==> config.mk <==
export PLATFORM = sky130hd
export DESIGN_NAME = iscd_decode
export DESIGN_NICKNAME = d
export VERILOG_FILES = /design/src/rtl/iscd_pkg.sv /design/src/rtl/iscd_simd_class.sv /design/src/rtl/iscd_decode.sv
export VERILOG_INCLUDE_DIRS = /design/src /design/src/rtl
export SDC_FILE = /design/constraint.sdc
export NUM_CORES = 1
export LEC_CHECK = 0
export BUFFER_PORTS_ARGS = -buffer_cell sky130_fd_sc_hd__buf_2
export CORE_MARGIN = 3
export CORE_UTILIZATION = 49
export DETAILED_ROUTE_END_ITERATION = 6
export PLACE_DENSITY = 0.75
export SYNTH_ARGS = -nofsm -noshare
export SYNTH_HDL_FRONTEND = slang
export SYNTH_SLANG_ARGS = --single-unit
==> constraint.sdc <==
create_clock -name clk -period 1.2 [get_ports clk]
set_clock_uncertainty 0.2 [all_clocks]
set_input_delay 0.06 -clock clk [delete_from_list [all_inputs] [get_ports clk]]
set_output_delay 0.06 -clock clk [all_outputs]
set_load 0.01 [all_outputs]
==> src/rtl/iscd_regs.svh <==
// field positions and encodings for the integer and simd class decoder
`ifndef ISCD_REGS_SVH
`define ISCD_REGS_SVH
`define ISCD_WIDE_POS     31
`define ISCD_VARIANT_POS  30
`define ISCD_FLAGS_POS    29
`define ISCD_MAJ_HI       31
`define ISCD_MAJ_LO       28
`define ISCD_MIN_HI       24
`define ISCD_MIN_LO       23
`define ISCD_SEC_HI       22
`define ISCD_SEC_LO       19
`define ISCD_LOW_HI       18
`define ISCD_LOW_LO       10
`define ISCD_SHIFT_RSV    2'h3
`define ISCD_EXT_OK       2'h0
`define ISCD_DP_REG       4'h5
`define ISCD_SIMD_GRP     3'h7
`endif

==> src/rtl/iscd_pkg.sv <==
// types for the integer and simd class decoder
package iscd_pkg;
	typedef enum logic [5:0] {
		ISCD_OP_NONE        = 6'h00,
		ISCD_OP_ADD         = 6'h01,
		ISCD_OP_ADD_SET     = 6'h02,
		ISCD_OP_SUB         = 6'h03,
		ISCD_OP_SUB_SET     = 6'h04,
		ISCD_OP_ADC         = 6'h05,
		ISCD_OP_ADC_SET     = 6'h06,
		ISCD_OP_SBC         = 6'h07,
		ISCD_OP_SBC_SET     = 6'h08,
		ISCD_OP_COND_COMPARE_NEGATIVE        = 6'h09,
		ISCD_OP_COND_COMPARE        = 6'h0a,
		ISCD_OP_PICK        = 6'h0b,
		ISCD_OP_PICK_INC    = 6'h0c,
		ISCD_OP_PICK_INV    = 6'h0d,
		ISCD_OP_PICK_NEG    = 6'h0e,
		ISCD_OP_ROT_FLAGS   = 6'h0f,
		ISCD_OP_S_COPY      = 6'h10,
		ISCD_OP_S_FP16_3S   = 6'h11,
		ISCD_OP_S_FP16_2M   = 6'h12,
		ISCD_OP_S_PAIRWISE  = 6'h13,
		ISCD_OP_S_3DIFF     = 6'h14,
		ISCD_OP_S_3SAME     = 6'h15,
		ISCD_OP_S_SHIFT_IMM = 6'h16,
		ISCD_OP_S_INDEXED   = 6'h17,
		ISCD_OP_V_FP16_3S   = 6'h18,
		ISCD_OP_V_ACROSS    = 6'h19
	} iscd_op_t;
	typedef enum logic [1:0] {
		ISCD_FORM_SHIFTED = 2'h0,
		ISCD_FORM_EXTENDED = 2'h1,
		ISCD_FORM_OTHER   = 2'h3
	} iscd_form_t;
	typedef struct packed {
		logic       valid;
		logic       undef;
		iscd_op_t   op;
		logic       wide;
		logic       set_flags;
		iscd_form_t form;
	} iscd_dec_t;
	typedef struct packed {
		logic        issue_valid;
		iscd_dec_t   dec;
		logic [31:0] word;
	} iscd_state_t;
endpackage : iscd_pkg

==> src/rtl/iscd_simd_class.sv <==
// sorts simd words into scalar and vector subgroups
`timescale 1ns/10ps
`include "iscd_regs.svh"
module iscd_simd_class
	import iscd_pkg::*;
(
	// instruction
	input  wire logic [31:0] word,
	// result
	output iscd_op_t         op,
	output logic             rsvd
);
	logic [3:0] maj;
	logic [1:0] mnr;
	logic [3:0] sec;
	logic [8:0] low;
	assign maj = word[`ISCD_MAJ_HI:`ISCD_MAJ_LO];
	assign mnr = word[`ISCD_MIN_HI:`ISCD_MIN_LO];
	assign sec = word[`ISCD_SEC_HI:`ISCD_SEC_LO];
	assign low = word[`ISCD_LOW_HI:`ISCD_LOW_LO];
	always_comb begin
		op   = ISCD_OP_NONE;
		rsvd = 1'b0;
		if (maj[3:2] == 2'b01 && maj[0]) begin
			if (!mnr[1]) begin
				if (sec[3:2] == 2'b00 && !low[5] && low[0]) begin
					if (mnr[0]) rsvd = 1'b1;
					else op = ISCD_OP_S_COPY;
				end else if (sec[3:2] == 2'b10 && low[5:4] == 2'b00 && low[0]) begin
					op = ISCD_OP_S_FP16_3S;
				end else if (sec[3:2] == 2'b10 && low[5:4] == 2'b01 && low[0]) begin
					rsvd = 1'b1;
				end else if (low[8:7] == 2'b00 && low[1:0] == 2'b10 && sec == 4'hf) begin
					op = ISCD_OP_S_FP16_2M;
				end else if (low[8:7] == 2'b00 && low[1:0] == 2'b10 && sec == 4'h7) begin
					rsvd = 1'b1;
				end else if (low[8:7] == 2'b00 && low[1:0] == 2'b10 && sec[2:0] == 3'h6) begin
					op = ISCD_OP_S_PAIRWISE;
				end else if (sec[2] && low[1:0] == 2'b00) begin
					op = ISCD_OP_S_3DIFF;
				end else if (sec[2] && low[0]) begin
					op = ISCD_OP_S_3SAME;
				end
			end else if (low[0]) begin
				if (mnr[0]) rsvd = 1'b1;
				else op = ISCD_OP_S_SHIFT_IMM;
			end else begin
				op = ISCD_OP_S_INDEXED;
			end
		end else if (!maj[3] && !maj[0] && !mnr[1]) begin
			if (sec[3:2] == 2'b10 && low[5:4] == 2'b00 && low[0]) begin
				op = ISCD_OP_V_FP16_3S;
			end else if (sec[2:0] == 3'h6 && low[8:7] == 2'b00 && low[1:0] == 2'b10) begin
				op = ISCD_OP_V_ACROSS;
			end
		end
	end
endmodule : iscd_simd_class

==> src/rtl/iscd_decode.sv <==
// integer and simd class decode stage
// Summary of operation
// - shifted add/sub: width, subtract, flags from bits; reject shift 11, narrow amount 1xxxxx
// - extended add/sub: option 00 only; reject extend shift 1x1 or 11x
// - carry add/sub: all eight width, subtract, flag combinations valid
// - rotate into flags: reject narrow, subtract, no flags, or compare-form set
// - register conditional compare: reject reserved, compare-form, or clear flag bit
// - immediate conditional compare: same rejects; variant and width as register form
// - conditional pick: reject select-variant 1x or flags set; four ops, two widths
// - scalar copy when minor 00; minor 01 reserved
// - scalar half-precision three-same; low xxx01xxx1 reserved
// - scalar half-precision two-register misc; secondary 0111 reserved
// - scalar pairwise class
// - scalar three-different on low ending 00, three-same on ending 1
// - scalar shift by immediate on minor 10; minor 11 reserved
// - scalar by-indexed-element on minor 1x and low ending 0
// - vector half-precision three-same
// - vector across-lanes class
`timescale 1ns/10ps
`include "iscd_regs.svh"
module iscd_decode
	import iscd_pkg::*;
(
	// clock and reset
	input  wire logic        clk,
	input  wire logic        rst_n,
	input  wire logic        clk_en,
	// from fetch
	input  wire logic        fetch_valid,
	input  wire logic [31:0] fetch_word,
	// to execute control
	output logic             issue_valid,
	output iscd_dec_t        issue_dec,
	output logic [31:0]      issue_word,
	// to exception handling
	output logic             undef_insn
);
	iscd_state_t state;
	iscd_state_t next_state;
	iscd_op_t    simd_op;
	logic        simd_rsvd;
	iscd_dec_t   dec;
	logic        w;
	logic        v;
	logic        s;
	logic [31:0] x;

	iscd_simd_class u_simd (
		.word (fetch_word),
		.op   (simd_op),
		.rsvd (simd_rsvd)
	);

	assign x = fetch_word;
	assign w = x[`ISCD_WIDE_POS];
	assign v = x[`ISCD_VARIANT_POS];
	assign s = x[`ISCD_FLAGS_POS];

	always_comb begin
		dec           = '0;
		dec.op        = ISCD_OP_NONE;
		dec.form      = ISCD_FORM_OTHER;
		dec.wide      = w;
		dec.set_flags = s;
		if (x[27:25] == 3'(`ISCD_DP_REG) && !x[28] && x[24]) begin
			if (!x[21]) begin
				dec.form = ISCD_FORM_SHIFTED;
				if (x[23:22] != `ISCD_SHIFT_RSV && !(!w && x[15])) begin
					dec.op = v ? (s ? ISCD_OP_SUB_SET : ISCD_OP_SUB)
					           : (s ? ISCD_OP_ADD_SET : ISCD_OP_ADD);
				end
			end else begin
				dec.form = ISCD_FORM_EXTENDED;
				if (x[23:22] == `ISCD_EXT_OK && !(x[12] && x[10]) && x[12:11] != 2'b11) begin
					dec.op = v ? (s ? ISCD_OP_SUB_SET : ISCD_OP_SUB)
					           : (s ? ISCD_OP_ADD_SET : ISCD_OP_ADD);
				end
			end
		end else if (x[27:25] == 3'(`ISCD_DP_REG) && x[28] && x[24:21] == 4'h0) begin
			if (x[15:10] == 6'h00) begin
				dec.op = v ? (s ? ISCD_OP_SBC_SET : ISCD_OP_SBC)
				           : (s ? ISCD_OP_ADC_SET : ISCD_OP_ADC);
			end else if (x[14:10] == 5'h01) begin
				if (w && !v && s && !x[4]) dec.op = ISCD_OP_ROT_FLAGS;
			end
		end else if (x[27:25] == 3'(`ISCD_DP_REG) && x[28] && x[24:21] == 4'h2) begin
			if (!x[4] && !x[10] && s) begin
				dec.op = v ? ISCD_OP_COND_COMPARE : ISCD_OP_COND_COMPARE_NEGATIVE;
			end
		end else if (x[27:25] == 3'(`ISCD_DP_REG) && x[28] && x[24:21] == 4'h4) begin
			if (!x[11] && !s) begin
				case ({v, x[10]})
					2'b00: dec.op = ISCD_OP_PICK;
					2'b01: dec.op = ISCD_OP_PICK_INC;
					2'b10: dec.op = ISCD_OP_PICK_INV;
					default: dec.op = ISCD_OP_PICK_NEG;
				endcase
			end
		end else if (x[27:25] == `ISCD_SIMD_GRP) begin
			dec.wide      = 1'b0;
			dec.set_flags = 1'b0;
			if (!simd_rsvd) dec.op = simd_op;
		end
		dec.valid = (dec.op != ISCD_OP_NONE);
		dec.undef = !dec.valid;
	end

	always_comb begin
		next_state = state;
		if (clk_en) begin
			next_state.issue_valid = fetch_valid && dec.valid;
			next_state.dec         = fetch_valid ? dec : '0;
			next_state.dec.undef   = fetch_valid && dec.undef;
			next_state.word        = fetch_word;
		end
	end

	always_ff @(posedge clk or negedge rst_n) begin
		if (!rst_n) begin
			state <= '0;
		end else begin
			state <= next_state;
		end
	end

	assign issue_valid = state.issue_valid;
	assign issue_dec   = state.dec;
	assign issue_word  = state.word;
	assign undef_insn  = state.dec.undef;
endmodule : iscd_decode

==> metrics.txt <==
routed vias/inst between 5 and 6; Post-layout nets 409; # H-tree levels 2; capture instance of the worst register-to-register path undef_insn; clock transition at the registers of the reported paths roughly 0.10 ns; Ant. Diodes 0; number of cells traversed by the worst register-to-register path 2; standard-cell row count 24; CP Capture Type register; type of the tightest min-delay check input port to register; launch point of the worst hold path fetch_word[22]; Buffers on Ports 80; total setup violations reported at the end of the flow 7; Starting DRT DRC Count just under 200; buffers from clock root to sink, at most 2; EDFF count, synth 0; Post-Syn Area per Cell ~11 µm²; overall global routing resource usage 0.294; crit-path cells buf_8 -> buf_6 -> nor3b_4 -> a31oi_2 -> buf_4 -> nor4b_1 -> a2111o_1 -> and4b_1 -> a31o_1; Hold Crit Endpoint issue_word[22]; via count approximately 2.5k; chip width between 70 and 80 µm; failing checks setup timing; HPWL after DPL roughly 4600 µm; number of hold violations in the final report 0; number of remaining DRC errors 0; reg-to-reg critical path startpoint undef_insn; layout cells sized above 1 0.580; Num Clock Sinks 43; Crit Path Max Fanout 5; largest net degree at the start of global routing 44; Initial Utilization 0.516; power density over cell area 907 nW/µm²; Routed wire per std cell about 21 µm; net count of the mapped netlist 250; Peak VDD IR approximately 720 µV; count of unique library cells instantiated by Yosys 49; CORE AREA between 4000 and 5000 µm²; Synth Cell Area 2280 µm²; setup repair after global routing missed its margin true; launching element type of the critical path input port; remaining antenna violation count 0; Pre-antenna DRT Iters 4; FF/Latch Area 1080 µm²; fill cell total of the finished layout 194; post-placement worst setup slack -0.765 ns; proportion of register bits with asynchronous set or reset after synthesis 1.00; worst-path cell with the longest stage delay nor4b_1; outcome finished, violations left; leading cell types in the layout, fill and taps excluded buf_2, dfrtp_1, buf_4; CTS Root Buffer Type clkbuf_8; final worst path period share 1.44; yosys synthesis warning count 0; TritonCTS buffer count 5; area taken by multi-input logic gates roughly 1400 µm²; max-slew violations 0; CTS tree yes; crit path kind input port to register; total instance count after detailed placement 370; filler-free cell count of the finished design 421; first-pass GRT wire length 12200 µm; Die Ht between 70 and 80 µm; total congestion overflow after global routing 0; WHS between 0.01 and 0.015 ns; initial antenna violation count 0; Worst-Skew Late Latency 0.31 ns; minimum clock period around 1.7 ns; sequential area share after synthesis 0.472; number of cells traversed by the worst hold path 4; cell area after layout approximately 4000 µm²; number of placed I/O pins between 80 and 90; most common cell after layout, fill and taps aside buf_2; CP arrival 1.71 ns; Static Leakage ~1.8 nW; Reg2Reg Setup Slack about 0.15 ns; total wire length after detailed routing around 9000 µm; MaxCap Viol Count 0; DIE AREA about 5500 µm²; required time of the critical path around 1.2 ns; Setup TNS -2.36 ns; vias in the first global route about 2.5k; slowest stage delay, CP between 0.3 and 0.4 ns; commonest register cell after synthesis dfrtp_1; Mapped Cells ~210; upper clock frequency limit between 500 and 600 MHz; synth-to-layout area growth 74.1%; count of state elements after synthesis 43; dpl cell area 3150 µm²; final worst slack -0.525 ns; placer's final routability congestion estimate just over 0.9
where the power goes:
| part | total, W | internal (W) | leakage (nW) | switching (W) |
|---|---|---|---|---|
| clock | 0.000942 | 0.000408 | 0.0412 | 0.000534 |
| combinational | 0.00102 | 0.000530 | 1.25 | 0.000488 |
| sequential | 0.00164 | 0.00157 | 0.522 | 0.0000700 |
| total | 0.00360 | 0.00251 | 1.81 | 0.00109 |
synthesized netlist by cell type (all sizes together), types with 2 or more instances:
| library cell | number | share of area |
|---|---|---|
| nand2 | 10 | 0.016 |
| a31oi | 3 | 0.0082 |
| nand4 | 2 | 0.0055 |
| nand3b | 6 | 0.020 |
| nor2b | 3 | 0.0082 |
| o22ai | 8 | 0.022 |
| nor4 | 2 | 0.0055 |
| and3b | 3 | 0.012 |
| clkbuf | 5 | 0.0082 |
| dfrtp | 43 | 0.47 |
| nor3 | 2 | 0.0044 |
| buf | 8 | 0.024 |
| o211ai | 4 | 0.013 |
| nor3b | 4 | 0.013 |
| nand2b | 5 | 0.014 |
| nor4b | 2 | 0.0077 |
| inv | 15 | 0.025 |
| a211oi | 2 | 0.0066 |
| a21oi | 7 | 0.015 |
| o32ai | 2 | 0.011 |
| and3 | 2 | 0.0055 |
| nor2 | 4 | 0.0066 |
| nand3 | 7 | 0.015 |
| a31o | 2 | 0.0077 |
| mux2 | 30 | 0.15 |
| o21ai | 7 | 0.015 |
| ha | 5 | 0.027 |
sequential cells by signal (all words and copies together), names as in the netlist:
register and cells:
issue_word 32, issue_dec 10, undef_insn 1
how the worst max path moves through the flow:
stage | cells past startpoint | start | to
final | 9 | fetch_word[22] | undef_insn
after global routing | 9 | fetch_word[22] | undef_insn
after CTS | 7 | fetch_word[28] | undef_insn
after detailed placement | 8 | fetch_word[10] | undef_insn
after global placement | 7 | fetch_word[18] | undef_insn
after floorplan | 6 | fetch_word[28] | undef_insn
worst max-delay path, delay by kind of cell:
family	cells	cell delay [ns]
buffers and inverters	3	0.41
and+or+nand+nor	3	0.76
AOI/OAI and AO/OA	3	0.46
metal layers:
| metal | global-route usage | wire length, µm | vias up |
|---|---|---|---|
| met5 | 0 | 0 | - |
| li1 | - | - | 1078 |
| met2 | 0.555 | 4930 | 143 |
| met3 | 0.0581 | 592 | 40 |
| met4 | 0.119 | 374 | 0 |
| met1 | 0.320 | 3110 | 1225 |
logic make-up (layout without fill, tap and decap cells):
| family | after synthesis | in the layout | synth area share |
|---|---|---|---|
| adder cells (fa/ha/maj) | 5 | 5 | 0.0274 |
| flip-flops | 43 | 43 | 0.472 |
| other | 1 | 1 | 0.00164 |
| AND/OR/NAND/NOR | 60 | 60 | 0.166 |
| multiplexers | 30 | 30 | 0.148 |
| buffers and inverters | 28 | 188 | 0.0571 |
| AO/OA/AOI/OAI | 42 | 42 | 0.128 |
timing repair:
item / CTS / global route
resized for setup: 37 / 36
setup endpoints to repair: 7 / 7
hold endpoints to repair: 83 / 0
pin swaps: 18 / 11
hold buffers: 30 / 0
cloned: 0 / 0
buffers inserted: 7 / 6
cell type report:
class                           instances  area share
Multi-Input combinational cell        138       0.344
Clock buffer                            6      0.0183
Sequential cell                        43       0.271
Clock inverter                          2     0.00315
Timing Repair Buffer                  165       0.332
Tap cell                               52      0.0164
Inverter                               15      0.0154
per-stage QoR:
step / util / power [W]
2_1_floorplan: - / 0.00202
3_3_place_gp: 0.713 / 0.00240
3_5_place_dp: 0.713 / 0.00243
4_1_cts: 0.849 / 0.00344
5_1_grt: 0.899 / 0.00371
6_report: 0.899 / 0.00360
No activity file was read; power rests on OpenSTA's default activity.
